[src/core/adsq_pkg.sv]
// Constants, offsets and types of the converter sequencing control.
// Assumes a 40 MHz system clock and a 32-bit AXI4-Lite register bus.
package adsq_pkg;
  // Timing
  localparam int CLK_PERIOD_NS = 25;
  localparam int TAD_MIN_NS    = 76;
  localparam int TAD_CYC       = (TAD_MIN_NS + CLK_PERIOD_NS - 1) / CLK_PERIOD_NS;
  localparam int CONV_TAD      = 12;
  localparam int SAMPLE_ENABLE_TAD      = 2;
  localparam int CONV_CYC      = CONV_TAD * TAD_CYC;
  localparam int SAMPLE_ENABLE_CYC      = SAMPLE_ENABLE_TAD * TAD_CYC;
  // Register byte offsets
  localparam logic [11:0] OFS_CTRL1    = 12'h000;
  localparam logic [11:0] OFS_CTRL2    = 12'h004;
  localparam logic [11:0] OFS_SCAN_LO  = 12'h008;
  localparam logic [11:0] OFS_SCAN_HI  = 12'h00C;
  localparam logic [11:0] OFS_PCFG     = 12'h010;
  localparam logic [11:0] OFS_IRQ_STAT = 12'h014;
  localparam logic [11:0] OFS_IRQ_EN   = 12'h018;
  localparam logic [11:0] OFS_IRQ_CLR  = 12'h01C;
  localparam logic [11:0] OFS_BUF_BASE = 12'h040;
  // First control register fields
  localparam int B_MODULE_ON  = 15;
  localparam int B_STOP_IDLE  = 13;
  localparam int B_DMA_ORDER  = 12;
  localparam int B_RES_SEL    = 10;
  localparam int B_FORM_LO    = 8;
  localparam int B_TRIG_LO    = 5;
  localparam int B_SIMULTANEOUS_SAMPLING     = 3;
  localparam int B_AUTO_SAMPLE_ENABLE  = 2;
  localparam int B_SAMPLE     = 1;
  localparam int B_DONE       = 0;
  localparam logic [15:0] CTRL1_MASK  = 16'hB7EF;
  localparam logic [15:0] CTRL1_RESET = 16'h0000;
  // Second control register fields
  localparam int B_CHAN_LO = 11;
  localparam int B_SCAN    = 10;
  localparam int B_SMPI_LO = 2;
  localparam logic [15:0] CTRL2_MASK  = 16'hFC3C;
  localparam logic [15:0] CTRL2_RESET = 16'h0000;
  // Trigger codes
  localparam logic [2:0] TRIG_SW   = 3'h0;
  localparam logic [2:0] TRIG_EXT  = 3'h1;
  localparam logic [2:0] TRIG_T3   = 3'h2;
  localparam logic [2:0] TRIG_T5   = 3'h4;
  localparam logic [2:0] TRIG_AUTO = 3'h7;
  // Interrupt status bits
  localparam int IRQ_GROUP = 0;
  localparam int IRQ_CONV  = 1;
  localparam int IRQ_W     = 2;
  // AXI responses
  localparam logic [1:0] RESP_OKAY   = 2'h0;
  localparam logic [1:0] RESP_DECERR = 2'h3;

  typedef enum logic [1:0] {ST_OFF, ST_WAIT, ST_SAMPLE, ST_CONV} adsq_state_t;
endpackage

[src/core/adsq_top.sv]
// Converter sequencing control: registers, sequencer, result buffers, DMA hand-off.
// Assumes an AXI4-Lite master, an analog core that presents conv_data at the end
// of conversion, and trigger inputs synchronous to clk.
//
// The placing of the registers and the AXI4-Lite register port were chosen for this implementation.
`timescale 1ns/1ps
module adsq_top #(
  parameter int HAS_DMA      = 0,
  parameter int NPIN         = 16,
  parameter int DMA_SLOT_W   = 2
) (
  input  wire logic                  clk,
  input  wire logic                  rst_n,
  input  wire logic [11:0]           s_awaddr,
  input  wire logic                  s_awvalid,
  output logic                       s_awready,
  input  wire logic [31:0]           s_wdata,
  input  wire logic [3:0]            s_wstrb,
  input  wire logic                  s_wvalid,
  output logic                       s_wready,
  output logic [1:0]                 s_bresp,
  output logic                       s_bvalid,
  input  wire logic                  s_bready,
  input  wire logic [11:0]           s_araddr,
  input  wire logic                  s_arvalid,
  output logic                       s_arready,
  output logic [31:0]                s_rdata,
  output logic [1:0]                 s_rresp,
  output logic                       s_rvalid,
  input  wire logic                  s_rready,
  input  wire logic                  idle_mode,
  input  wire logic                  fifth_timer_match,
  input  wire logic                  third_timer_match,
  input  wire logic                  external_interrupt_pin,
  input  wire logic [11:0]           conv_data,
  input  wire logic [NPIN-1:0]       pin_in,
  input  wire logic [NPIN-1:0]       other_digital_config,
  output logic                       analog_on,
  output logic                       sample_hold,
  output logic                       convert_go,
  output logic [4:0]                 channel_sel,
  output logic                       irq,
  output logic                       dma_req,
  output logic [4+DMA_SLOT_W:0]      dma_addr,
  output logic [15:0]                dma_data,
  output logic [NPIN-1:0]            pin_buf_enable,
  output logic [NPIN-1:0]            digital_in
);
  localparam int NBUF  = (HAS_DMA != 0) ? 1 : 16;
  localparam int IRQ_W = adsq_pkg::IRQ_W;

  // Register state
  logic [15:0]               ctrl1_ff;
  logic [15:0]               ctrl2_ff;
  logic [15:0]               scan_lo_ff;
  logic [15:0]               scan_hi_ff;
  logic [15:0]               pcfg_ff;
  logic [IRQ_W-1:0]          stat_ff;
  logic [IRQ_W-1:0]          en_ff;
  logic [15:0]               buf_ff [NBUF];
  // Bus state
  logic                      aw_got_ff;
  logic                      w_got_ff;
  logic [11:0]               awaddr_ff;
  logic [31:0]               wdata_ff;
  logic [3:0]                wstrb_ff;
  // Sequencer state
  adsq_pkg::adsq_state_t     st_ff;
  logic                      sample_ff;
  logic                      done_ff;
  logic [7:0]                cnt_ff;
  logic [3:0]                grp_ff;
  logic [3:0]                ptr_ff;
  logic [DMA_SLOT_W-1:0]     round_ff;
  logic [4:0]                chan_ff;
  logic                      ext_q_ff;
  logic                      dma_req_ff;
  logic [4+DMA_SLOT_W:0]     dma_addr_ff;
  logic                      irq_ff;
  logic [NPIN-1:0]           pbe_ff;
  logic [NPIN-1:0]           din_ff;
  // Decoded controls and events
  logic                      wr_en;
  logic                      wr_ctrl1;
  logic [15:0]               wr_val;
  logic                      on;
  logic                      run;
  logic [2:0]                trig_sel;
  logic                      trig;
  logic                      conv_end;
  logic                      grp_end;
  logic [3:0]                smpi;
  logic [31:0]               scan_mask;
  logic [15:0]               result;
  logic [IRQ_W-1:0]          nxt_stat;
  logic [IRQ_W-1:0]          nxt_en;
  logic                      an_on_ff;
  logic                      conv_go_ff;

  // Byte-lane merge of a 16-bit register
  function automatic logic [15:0] adsq_merge(input logic [15:0] o, input logic [31:0] d, input logic [3:0] s);
    adsq_merge = {s[1] ? d[15:8] : o[15:8], s[0] ? d[7:0] : o[7:0]};
  endfunction

  // Next set bit of the scan mask at or after a start index
  function automatic logic [4:0] adsq_next(input logic [31:0] m, input logic [4:0] s);
    logic [4:0] r;
    logic       f;
    r = s;
    f = 1'b0;
    for (int i = 0; i < 32; i++) begin
      logic [4:0] k;
      k = s + 5'(i);
      if (!f && m[k]) begin
        r = k;
        f = 1'b1;
      end
    end
    return r;
  endfunction

  // Output data format for both resolutions
  function automatic logic [15:0] adsq_fmt(input logic [11:0] d, input logic r12, input logic [1:0] f);
    logic [15:0] v;
    v = 16'h0000;
    if (r12) begin
      case (f)
        2'h0:    v = {4'h0, d};
        2'h1:    v = {{5{~d[11]}}, d[10:0]};
        2'h2:    v = {d, 4'h0};
        default: v = {~d[11], d[10:0], 4'h0};
      endcase
    end else begin
      case (f)
        2'h0:    v = {6'h00, d[9:0]};
        2'h1:    v = {{7{~d[9]}}, d[8:0]};
        2'h2:    v = {d[9:0], 6'h00};
        default: v = {~d[9], d[8:0], 6'h00};
      endcase
    end
    return v;
  endfunction

  // Control decode
  assign on        = ctrl1_ff[adsq_pkg::B_MODULE_ON];
  assign run       = on && !(ctrl1_ff[adsq_pkg::B_STOP_IDLE] && idle_mode);
  assign trig_sel  = ctrl1_ff[adsq_pkg::B_TRIG_LO +: 3];
  assign smpi      = ctrl2_ff[adsq_pkg::B_SMPI_LO +: 4];
  assign scan_mask = {scan_hi_ff, scan_lo_ff};
  assign wr_en     = aw_got_ff && w_got_ff && !s_bvalid;
  assign wr_ctrl1  = wr_en && (awaddr_ff == adsq_pkg::OFS_CTRL1);
  assign wr_val    = adsq_merge(ctrl1_ff, wdata_ff, wstrb_ff);
  // Enable value after this cycle, so the interrupt level follows a new enable at once
  assign nxt_en    = (wr_en && awaddr_ff == adsq_pkg::OFS_IRQ_EN && wstrb_ff[0]) ? wdata_ff[IRQ_W-1:0] : en_ff;
  assign conv_end  = run && (st_ff == adsq_pkg::ST_CONV) && (cnt_ff == 8'(adsq_pkg::CONV_CYC - 1));
  assign grp_end   = conv_end && (grp_ff == smpi);
  assign result    = adsq_fmt(conv_data, ctrl1_ff[adsq_pkg::B_RES_SEL], ctrl1_ff[adsq_pkg::B_FORM_LO +: 2]);

  // Trigger that ends sampling
  always_comb begin
    case (trig_sel)
      adsq_pkg::TRIG_AUTO: trig = (cnt_ff >= 8'(adsq_pkg::SAMPLE_ENABLE_CYC - 1));
      adsq_pkg::TRIG_SW:   trig = wr_ctrl1 && !wr_val[adsq_pkg::B_SAMPLE];
      adsq_pkg::TRIG_T5:   trig = fifth_timer_match;
      adsq_pkg::TRIG_T3:   trig = third_timer_match;
      adsq_pkg::TRIG_EXT:  trig = external_interrupt_pin && !ext_q_ff;
      default:             trig = 1'b0;
    endcase
  end

  // Write address and data capture, write response
  always_ff @(posedge clk or negedge rst_n) begin
    if (!rst_n) begin
      aw_got_ff <= 1'b0;
      w_got_ff  <= 1'b0;
      awaddr_ff <= 12'h000;
      wdata_ff  <= 32'h0000_0000;
      wstrb_ff  <= 4'h0;
      s_awready <= 1'b1;
      s_wready  <= 1'b1;
      s_bvalid  <= 1'b0;
      s_bresp   <= adsq_pkg::RESP_OKAY;
    end else begin
      if (s_awvalid && s_awready) begin
        aw_got_ff <= 1'b1;
        awaddr_ff <= s_awaddr;
        s_awready <= 1'b0;
      end
      if (s_wvalid && s_wready) begin
        w_got_ff <= 1'b1;
        wdata_ff <= s_wdata;
        wstrb_ff <= s_wstrb;
        s_wready <= 1'b0;
      end
      if (wr_en) begin
        s_bvalid <= 1'b1;
        s_bresp  <= (awaddr_ff[1:0] == 2'h0 && awaddr_ff < adsq_pkg::OFS_IRQ_CLR + 12'h004)
                    ? adsq_pkg::RESP_OKAY : adsq_pkg::RESP_DECERR;
      end
      if (s_bvalid && s_bready) begin
        s_bvalid  <= 1'b0;
        aw_got_ff <= 1'b0;
        w_got_ff  <= 1'b0;
        s_awready <= 1'b1;
        s_wready  <= 1'b1;
      end
    end
  end

  // Read channel: answer one cycle after the address is taken
  always_ff @(posedge clk or negedge rst_n) begin
    if (!rst_n) begin
      s_arready <= 1'b1;
      s_rvalid  <= 1'b0;
      s_rdata   <= 32'h0000_0000;
      s_rresp   <= adsq_pkg::RESP_OKAY;
    end else if (s_arvalid && s_arready) begin
      s_arready <= 1'b0;
      s_rvalid  <= 1'b1;
      s_rresp   <= adsq_pkg::RESP_OKAY;
      s_rdata   <= 32'h0000_0000;
      if (s_araddr[1:0] != 2'h0) begin
        s_rresp <= adsq_pkg::RESP_DECERR;
      end else if (s_araddr >= adsq_pkg::OFS_BUF_BASE && s_araddr < adsq_pkg::OFS_BUF_BASE + 12'(4 * NBUF)) begin
        s_rdata <= {16'h0000, buf_ff[4'(s_araddr[5:2])]};
      end else begin
        case (s_araddr)
          adsq_pkg::OFS_CTRL1:    s_rdata <= {16'h0000, ctrl1_ff[15:2], sample_ff, done_ff};
          adsq_pkg::OFS_CTRL2:    s_rdata <= {16'h0000, ctrl2_ff};
          adsq_pkg::OFS_SCAN_LO:  s_rdata <= {16'h0000, scan_lo_ff};
          adsq_pkg::OFS_SCAN_HI:  s_rdata <= {16'h0000, scan_hi_ff};
          adsq_pkg::OFS_PCFG:     s_rdata <= {16'h0000, pcfg_ff};
          adsq_pkg::OFS_IRQ_STAT: s_rdata <= {30'h0000_0000, stat_ff};
          adsq_pkg::OFS_IRQ_EN:   s_rdata <= {30'h0000_0000, en_ff};
          adsq_pkg::OFS_IRQ_CLR:  s_rdata <= 32'h0000_0000;
          default:                s_rresp <= adsq_pkg::RESP_DECERR;
        endcase
      end
    end else if (s_rvalid && s_rready) begin
      s_rvalid  <= 1'b0;
      s_arready <= 1'b1;
    end
  end

  // Software-owned configuration registers
  always_ff @(posedge clk or negedge rst_n) begin
    if (!rst_n) begin
      ctrl1_ff   <= adsq_pkg::CTRL1_RESET;
      ctrl2_ff   <= adsq_pkg::CTRL2_RESET;
      scan_lo_ff <= 16'h0000;
      scan_hi_ff <= 16'h0000;
      pcfg_ff    <= 16'h0000;
      en_ff      <= '0;
    end else if (wr_en) begin
      case (awaddr_ff)
        adsq_pkg::OFS_CTRL1:   ctrl1_ff   <= wr_val & adsq_pkg::CTRL1_MASK;
        adsq_pkg::OFS_CTRL2:   ctrl2_ff   <= adsq_merge(ctrl2_ff, wdata_ff, wstrb_ff) & adsq_pkg::CTRL2_MASK;
        adsq_pkg::OFS_SCAN_LO: scan_lo_ff <= adsq_merge(scan_lo_ff, wdata_ff, wstrb_ff);
        adsq_pkg::OFS_SCAN_HI: scan_hi_ff <= adsq_merge(scan_hi_ff, wdata_ff, wstrb_ff);
        adsq_pkg::OFS_PCFG:    pcfg_ff    <= adsq_merge(pcfg_ff, wdata_ff, wstrb_ff);
        adsq_pkg::OFS_IRQ_EN:  en_ff      <= wstrb_ff[0] ? wdata_ff[IRQ_W-1:0] : en_ff;
        default:               ;
      endcase
    end
  end
  // Sequencer: off, waiting, sampling, converting
  always_ff @(posedge clk or negedge rst_n) begin
    if (!rst_n) begin
      st_ff     <= adsq_pkg::ST_OFF;
      sample_ff <= 1'b0;
      cnt_ff    <= 8'h00;
    end else if (!on) begin
      st_ff     <= adsq_pkg::ST_OFF;
      sample_ff <= 1'b0;
      cnt_ff    <= 8'h00;
    end else if (run) begin
      case (st_ff)
        adsq_pkg::ST_OFF: begin
          st_ff <= adsq_pkg::ST_WAIT;
        end
        adsq_pkg::ST_WAIT: begin
          if (ctrl1_ff[adsq_pkg::B_AUTO_SAMPLE_ENABLE] || (wr_ctrl1 && wr_val[adsq_pkg::B_SAMPLE])) begin
            st_ff     <= adsq_pkg::ST_SAMPLE;
            sample_ff <= 1'b1;
            cnt_ff    <= 8'h00;
          end
        end
        adsq_pkg::ST_SAMPLE: begin
          cnt_ff <= cnt_ff + 8'h01;
          if (trig) begin
            st_ff     <= adsq_pkg::ST_CONV;
            sample_ff <= 1'b0;
            cnt_ff    <= 8'h00;
          end
        end
        adsq_pkg::ST_CONV: begin
          cnt_ff <= cnt_ff + 8'h01;
          if (conv_end) begin
            st_ff     <= ctrl1_ff[adsq_pkg::B_AUTO_SAMPLE_ENABLE] ? adsq_pkg::ST_SAMPLE : adsq_pkg::ST_WAIT;
            sample_ff <= ctrl1_ff[adsq_pkg::B_AUTO_SAMPLE_ENABLE];
            cnt_ff    <= 8'h00;
          end
        end
        default: st_ff <= adsq_pkg::ST_OFF;
      endcase
    end
  end

  // Done flag: cleared at conversion start or by software, set on completion
  always_ff @(posedge clk or negedge rst_n) begin
    if (!rst_n) begin
      done_ff <= 1'b0;
    end else if (conv_end) begin
      done_ff <= 1'b1;
    end else if (run && st_ff == adsq_pkg::ST_SAMPLE && trig) begin
      done_ff <= 1'b0;
    end else if (wr_ctrl1 && !wr_val[adsq_pkg::B_DONE]) begin
      done_ff <= 1'b0;
    end
  end

  // Conversion grouping, scan channel and buffer pointer
  always_ff @(posedge clk or negedge rst_n) begin
    if (!rst_n) begin
      grp_ff   <= 4'h0;
      ptr_ff   <= 4'h0;
      round_ff <= '0;
      chan_ff  <= 5'h00;
    end else if (!on) begin
      grp_ff  <= 4'h0;
      ptr_ff  <= 4'h0;
      chan_ff <= ctrl2_ff[adsq_pkg::B_SCAN] ? adsq_next(scan_mask, 5'h00) : ctrl2_ff[adsq_pkg::B_CHAN_LO +: 5];
    end else if (conv_end) begin
      grp_ff <= grp_end ? 4'h0 : grp_ff + 4'h1;
      ptr_ff <= grp_end ? 4'h0 : ptr_ff + 4'h1;
      if (grp_end) begin
        round_ff <= round_ff + 1'b1;
      end
      if (ctrl2_ff[adsq_pkg::B_SCAN]) begin
        chan_ff <= grp_end ? adsq_next(scan_mask, 5'h00) : adsq_next(scan_mask, chan_ff + 5'h01);
      end
    end else if (!ctrl2_ff[adsq_pkg::B_SCAN]) begin
      chan_ff <= ctrl2_ff[adsq_pkg::B_CHAN_LO +: 5];
    end
  end

  // Result storage; stored results survive switching off
  always_ff @(posedge clk or negedge rst_n) begin
    if (!rst_n) begin
      for (int i = 0; i < NBUF; i++) begin
        buf_ff[i] <= 16'h0000;
      end
    end else if (conv_end) begin
      if (HAS_DMA != 0) begin
        buf_ff[0] <= result;
      end else begin
        buf_ff[ptr_ff] <= result;
      end
    end
  end

  // DMA request and address
  always_ff @(posedge clk or negedge rst_n) begin
    if (!rst_n) begin
      dma_req_ff  <= 1'b0;
      dma_addr_ff <= '0;
    end else begin
      dma_req_ff <= (HAS_DMA != 0) && conv_end;
      if (conv_end) begin
        dma_addr_ff <= ctrl1_ff[adsq_pkg::B_DMA_ORDER] ? {{(DMA_SLOT_W+1){1'b0}}, ptr_ff}
                                                       : {chan_ff, round_ff};
      end
    end
  end

  // Interrupt status, set wins over clear
  always_comb begin
    nxt_stat = stat_ff;
    if (wr_en && awaddr_ff == adsq_pkg::OFS_IRQ_CLR && wstrb_ff[0]) begin
      nxt_stat = nxt_stat & ~wdata_ff[IRQ_W-1:0];
    end
    nxt_stat[adsq_pkg::IRQ_GROUP] = nxt_stat[adsq_pkg::IRQ_GROUP] | grp_end;
    nxt_stat[adsq_pkg::IRQ_CONV]  = nxt_stat[adsq_pkg::IRQ_CONV] | conv_end;
  end

  always_ff @(posedge clk or negedge rst_n) begin
    if (!rst_n) begin
      stat_ff <= '0;
      irq_ff  <= 1'b0;
      ext_q_ff <= 1'b0;
    end else begin
      stat_ff  <= nxt_stat;
      irq_ff   <= |(nxt_stat & nxt_en);
      ext_q_ff <= external_interrupt_pin;
    end
  end

  // Digital input buffers enabled only when both converters agree
  always_ff @(posedge clk or negedge rst_n) begin
    if (!rst_n) begin
      pbe_ff <= '0;
      din_ff <= '0;
    end else begin
      pbe_ff <= pcfg_ff[NPIN-1:0] & other_digital_config;
      din_ff <= pin_in & pcfg_ff[NPIN-1:0] & other_digital_config;
    end
  end

  // Analog core controls, registered off the sequencer state
  always_ff @(posedge clk or negedge rst_n) begin
    if (!rst_n) begin
      an_on_ff   <= 1'b0;
      conv_go_ff <= 1'b0;
    end else begin
      an_on_ff   <= (st_ff != adsq_pkg::ST_OFF);
      conv_go_ff <= (st_ff == adsq_pkg::ST_CONV);
    end
  end

  assign analog_on      = an_on_ff;
  assign sample_hold    = sample_ff;
  assign convert_go     = conv_go_ff;
  assign channel_sel    = chan_ff;
  assign irq            = irq_ff;
  assign dma_req        = dma_req_ff;
  assign dma_addr       = dma_addr_ff;
  assign dma_data       = buf_ff[0];
  assign pin_buf_enable = pbe_ff;
  assign digital_in     = din_ff;
endmodule

[config.mk]
export PLATFORM = sky130hd
export DESIGN_NAME = adsq_top
export DESIGN_NICKNAME = d
export VERILOG_FILES = /design/src/core/adsq_pkg.sv /design/src/core/adsq_top.sv
export SDC_FILE = /design/constraint.sdc
export NUM_CORES = 1
export LEC_CHECK = 0
export BUFFER_PORTS_ARGS = -buffer_cell sky130_fd_sc_hd__buf_2
export CAP_MARGIN = 20
export CORE_UTILIZATION = 50
export CTS_CLUSTER_SIZE = 40
export DETAILED_ROUTE_END_ITERATION = 10
export PLACE_DENSITY = 0.69
export SLEW_MARGIN = 20
export SYNTH_ARGS = -nofsm -noshare
export SYNTH_HDL_FRONTEND = slang
export SYNTH_SLANG_ARGS = --single-unit
[constraint.sdc]
create_clock -name clk -period 7.6 [get_ports clk]
set_input_delay 0.38 -clock clk [delete_from_list [all_inputs] [get_ports clk]]
set_output_delay 0.38 -clock clk [all_outputs]
set_load 0.005 [all_outputs]
After elaboration in Yosys (flattened, before gate mapping)
Index checks and enable logic that the tools add are counted.

Flip-flop bits (word level): 474. Bits of input ports: 115. Output and inout port bits: 106. Word-level logic and storage cells: 961.

Add/subtract/negate cells: 36. Magnitude comparators: 39. Equality and inequality tests: 32. Muxes and demuxes: 535. Bitwise logic cells: 12. Reductions and logical operators: 250.

Operators by type and width (count): 5-bit 2-to-1 mux (97); 1-bit 2-to-1 mux (365); 256-bit bitwise mux (1); 5-bit by 6-bit less-than comparator with 1-bit output (second input constant) (32); 1-bit binary-select mux with 5-bit select (32); 1-bit logical AND (119); 16-bit case mux with 7 select lines (1); 1-bit logical NOT (98); 16-bit 2-to-1 mux (6); 16-bit case mux with 3 select lines (2); 12-bit by 5-bit == test with 1-bit output (second input constant) (7); 5-bit adder (second input constant) (16); 16-bit binary-select mux with 4-bit select (1); 16-bit demux with 4-bit select (1); 16-bit AND (3); 12-bit by 4-bit == test with 1-bit output (second input constant) (4); 5-bit by 4-bit adder with 5-bit output (second input constant) (8); 8-bit 2-to-1 mux (5); 3-bit AND reduction (13); 2-bit 2-to-1 mux (13); 12-bit by 3-bit == test with 1-bit output (second input constant) (2); 12-bit logical NOT (2); 4-bit 2-to-1 mux (6); 8-bit case mux with 3 select lines (1); other kinds (42) (69).

Depth between registers and ports, before layout
Depth after elaboration: 194. Mapped depth: 24. Depth with buffers taken out: 17.

Worst setup path before layout
Ideal clock, no wire load.

Path kind: register to register. Start point: register chan_ff[0], in the netlist channel_sel[0]. End point: register chan_ff[4], in the netlist channel_sel[4]. Arrival: 5.351 ns. Required time: 7.470 ns. Setup slack: 2.120 ns. Stages on the path, launching flop included: 22. Buffers on the path: 6. Clock period less this slack: 5.480 ns. Cell sequence: dfrtp_1 -> buf_6 -> buf_2 -> inv_2 -> clkbuf_1 -> ha_1 -> buf_4 -> buf_1 -> mux4_2 -> mux2_2 -> mux2_2 -> mux2_2 -> a41oi_2 -> nand3_2 -> buf_6 -> or4b_4 -> a2111oi_2 -> o2111ai_1 -> a21oi_1 -> o21ai_1 -> a2111oi_2 -> nor3_1.

Longest elaborated chain between the ends: 194. Elaborated cells between the ends (all ways): 317.

RTL lines: start, declared (RTL line adsq_top.sv:75) `logic [4:0] chan_ff;`; start signal, assigned (RTL line adsq_top.sv:332) `chan_ff <= ctrl2_ff[adsq_pkg::B_SCAN] ? adsq_next(scan_mask, 5'h00) : ctrl2_ff[adsq_pkg::B_CHAN_LO +: 5];`; start signal, assigned (RTL line adsq_top.sv:340) `chan_ff <= grp_end ? adsq_next(scan_mask, 5'h00) : adsq_next(scan_mask, chan_ff + 5'h01);`; start signal, assigned (RTL line adsq_top.sv:343) `chan_ff <= ctrl2_ff[adsq_pkg::B_CHAN_LO +: 5];`; 5-bit by 1-bit adder with 5-bit output * (RTL line adsq_top.sv:340); 1-bit binary-select mux with 5-bit select (RTL line adsq_top.sv:114) `if (!f && m[k]) begin`; 1-bit 2-to-1 mux (not written as such) (RTL line adsq_top.sv:114); 1-bit 2-to-1 mux (RTL line adsq_top.sv:114); 1-bit 2-to-1 mux (RTL line adsq_top.sv:339) `if (ctrl2_ff[adsq_pkg::B_SCAN]) begin`; 1-bit 2-to-1 mux (RTL line adsq_top.sv:333) `end else if (conv_end) begin`; 1-bit 2-to-1 mux (RTL line adsq_top.sv:329) `end else if (!on) begin`; 1-bit logical NOT (RTL line adsq_top.sv:114); [178 not listed]; 1-bit 2-to-1 mux (RTL line adsq_top.sv:329); 1-bit logical NOT (RTL line adsq_top.sv:114); 1-bit logical AND (RTL line adsq_top.sv:114); 5-bit 2-to-1 mux * (RTL line adsq_top.sv:114); 5-bit 2-to-1 mux * (RTL line adsq_top.sv:340); 5-bit 2-to-1 mux * (RTL line adsq_top.sv:339); 5-bit 2-to-1 mux * (RTL line adsq_top.sv:333); 5-bit 2-to-1 mux * (RTL line adsq_top.sv:329).

Every way passes the cells marked *; elsewhere a longest branch is shown, timed or not. The select of a mux whose other input is x is not followed. A chain may end at the register's enable or synchronous reset.

Worst setup path after layout
Start point: register chan_ff[1], in the netlist channel_sel[1]. End point: register chan_ff[2], in the netlist channel_sel[2].

Same word-level chain as after synthesis.

==> impl_metrics.tcl <==
set metrics [dict create \
    initial_utilization_pct 51.08 \
    rows 83 \
    path_common_cell "buf_4" \
    drt-initial-drc-count 2196 \
    final.min_clock_period_ns 6.187 \
    layout_common_cells "452 x dfrtp_1, 434 x nand2_1, 378 x o21ai_0, 183 x buf_2, 131 x mux2_2" \
    h-tree-depth 2 \
    critPathLaunchType "register" \
    hold_viol 0 \
    cts_made_buffers 49 \
    synth_area_um2 26420 \
    clkLatencyLatePin_ns 0.60 \
    dieArea_um2 53760 \
    die_h_um 231.9 \
    worst_slew_pin_slew_ns 1.008 \
    avgSynthCellArea_um2 9.972 \
    drtPass1Iterations 9 \
    synthDistinctLibCells 107 \
    end_kind "register" \
    power_frac_seq_pct 44.8 \
    hold_path_class "in -> reg" \
    grt_pass1_wl_mm 136.9 \
    cp.required_ns 8.04 \
    crit_chain "buf_4 -> ha_1 -> buf_4 -> xor2_1 -> ha_1 -> nor2b_1 -> xnor3_1 -> mux2_4 -> a22oi_4 -> o211ai_4 -> a2111oi_4 -> nand3_2 -> buf_4 -> or4_4 -> or3_1 -> buf_4 -> o2111ai_1 -> a21oi_1 -> o31ai_1 -> a211oi_1" \
    max_stage_delay_ns 0.61 \
    dp_hpwl_mm 64.90 \
    p_total_mw 6.020 \
    r2r_slack_ns 1.41 \
    hold-worst-slack_ns 0.02505 \
    final_area_um2 30000 \
    core_um2 51720 \
    worstPathArrival_ns 6.63 \
    port_buffers 185 \
    cts_buffer_depth 3 \
    clk_pin_slew_ns 0.07 \
    grt_max_degree 168 \
    cts_tree "built" \
    p_comb_share_pct 14.9 \
    io_pins 221 \
    drive_gt1_share_pct 23.30 \
    antenna_found_initial 0 \
    finalNetCount 2948 \
    switching_share_pct 28.38 \
    viasPerCell 6.394 \
    timing_worst_setup_path_type "reg -> reg" \
    slew_headroom_pct 30.87 \
    cap_viol_max_count 0 \
    drc 0 \
    switchingPower_mw 1.709 \
    rsz0062_at_grt "no" \
    status "finished clean" \
    area_growth_pct 13.58 \
    yosysWarnings 0 \
    setup_tns_ns 0 \
    dpl_cell_area_um2 27990 \
    diodes 0 \
    clock_sinks 456 \
    synth-edff-count 0 \
    finalMaxSlewViolations 0 \
    gp_congestion 0.9985 \
    synth-async-reset-ratio_pct 100.0 \
    p_int_mw 4.311 \
    cts_root_buf "clkbuf_16" \
    fmax_ghz 0.1616 \
    route.vias.total 22600 \
    ant_nets 0 \
    cp_max_fo 24 \
    clkPwrFrac_pct 40.3 \
    dominantRegCellSynth "dfrtp_1" \
    p_leak_nw 13.63 \
    power_density_nw_per_um2 200.6 \
    wl_per_cell_um 25.49 \
    skew_ns 0.03076 \
    nFillCells 4439 \
    setup_viol 0 \
    synth-seq-cells 456 \
    grt_pass1_vias 22170 \
    period_share_pct 81.41 \
    synth.yosys.seq_area_share_pct 43.21 \
    mostFrequentLayoutCell "dfrtp_1" \
    ir_drop_mv 0.2132 \
    grt_use_total_pct 33.85 \
    cts.repair.resized 0 \
    dieWidth_um 231.9 \
    cp_slowest_cell "dfrtp_1" \
    drt-total-wl_mm 90.10 \
    grt.overflow.total 0 \
    synth_cells 2649 \
    post-cts-setup-buffers 0 \
]
-- final timing paths --
check / endpoint / startpoint / cells past startpoint
setup reg to reg: channel_sel[2] / channel_sel[1] / 20
setup / recovery: channel_sel[2] / channel_sel[1] / 20
hold reg to reg: dma_addr[5] / dma_addr[5] / 2
max in group asynchronous: pin_buf_enable[11] / rst_n / 3
min in group asynchronous: ext_q_ff / rst_n / 2
hold / removal: pin_buf_enable[11] / other_digital_config[11] / 2
-- power by group through the flow --
stage	combinational, mW	sequential, mW	clock [mW]
2_1_floorplan	0.552	2.65	0
6_report	0.899	2.69	2.43
3_3_place_gp	0.859	2.73	0
5_1_grt	0.964	2.71	2.54
3_5_place_dp	0.869	2.73	0
4_1_cts	0.887	2.69	2.46
-- synth_stat cells (23+ instances only) --
cell / count / area share (%)
nor4_1: 28 / 0.66
and2_1: 26 / 0.62
mux2i_1: 55 / 2.1
nor3_1: 57 / 1.1
dfrtp_1: 453 / 43
nor2_1: 103 / 1.5
mux4_2: 120 / 10
xnor2_1: 23 / 0.76
and3_1: 32 / 0.76
nand3_1: 44 / 0.83
a21oi_1: 104 / 2.0
buf_4: 43 / 1.2
mux2_2: 131 / 5.6
clkbuf_1: 132 / 1.9
inv_1: 37 / 0.53
nand2_1: 440 / 6.3
o21ai_0: 378 / 7.2
-- flip-flops by register name (all words and copies together) (netlist names), 10 cells and up --
register	count
scan_hi_ff	16
scan_lo_ff	16
s_rdata	16
ctrl1_ff	13
pin_buf_enable	16
dma_data	16
awaddr_ff	12
wdata_ff	16
ctrl2_ff	10
pcfg_ff	16
buf_ff	240
digital_in	16
-- area by class of cell --
type	count	area, µm²	area share (%)
inverters	42	157.7	0.5254
repair buffers	310	1993	6.643
clock buffers	74	1440	4.800
multi-input cells	1957	13940	46.47
well taps	680	850.8	2.836
clock inverters	15	203.9	0.6797
flip-flops and latches	456	11420	38.05
-- cells by family after synthesis --
kind of cell | count (synthesis) | share of synthesized area [%]
adder cells (fa/ha/maj) | 17 | 0.8052
XOR/XNOR | 41 | 1.644
flip-flops | 456 | 43.21
AO/OA/AOI/OAI | 714 | 16.55
other | 1 | 0.01420
multiplexers | 307 | 17.96
AND/OR/NAND/NOR | 861 | 15.36
buffers and inverters | 252 | 4.457
-- layer usage --
metal  wire length, µm  GRT usage, %  vias up
met5                 0             0        -
met4              4735         16.10        0
met3              6245         4.641      219
met2             42740         54.37      993
met1             36370         45.39    11360
li1                  -             -    10030
-- repair_timing --
item,4_1_cts,5_1_grt
endpoints found under the setup margin,0,0
hold buffers,32,0
hold endpoints to repair,157,0
-- through the flow --
| stage | instances | utilization [%] | setup slack, ns |
|---|---|---|---|
| final | 3534 | 58.02 | 1.413 |
| after global routing | 3534 | 58.02 | 1.110 |
| after CTS | 3532 | 57.92 | 1.504 |
| after floorplan | 2665 | - | 2.120 |
| after detailed placement | 3411 | 54.12 | 1.529 |
| after global placement | 3410 | 54.07 | 1.546 |
-- critical path: cells and delay by family, from the launching register on --
family | cells | cell delay, ns
buffers and inverters | 4 | 1.02
and+or+nand+nor | 4 | 1.33
muxes | 1 | 0.37
adders and majority gates | 2 | 0.52
xor gates and xnor gates | 2 | 0.79
DFF | 1 | 0.61
AOI/OAI and AO/OA | 7 | 1.37
(Power assumes the default switching activity.)
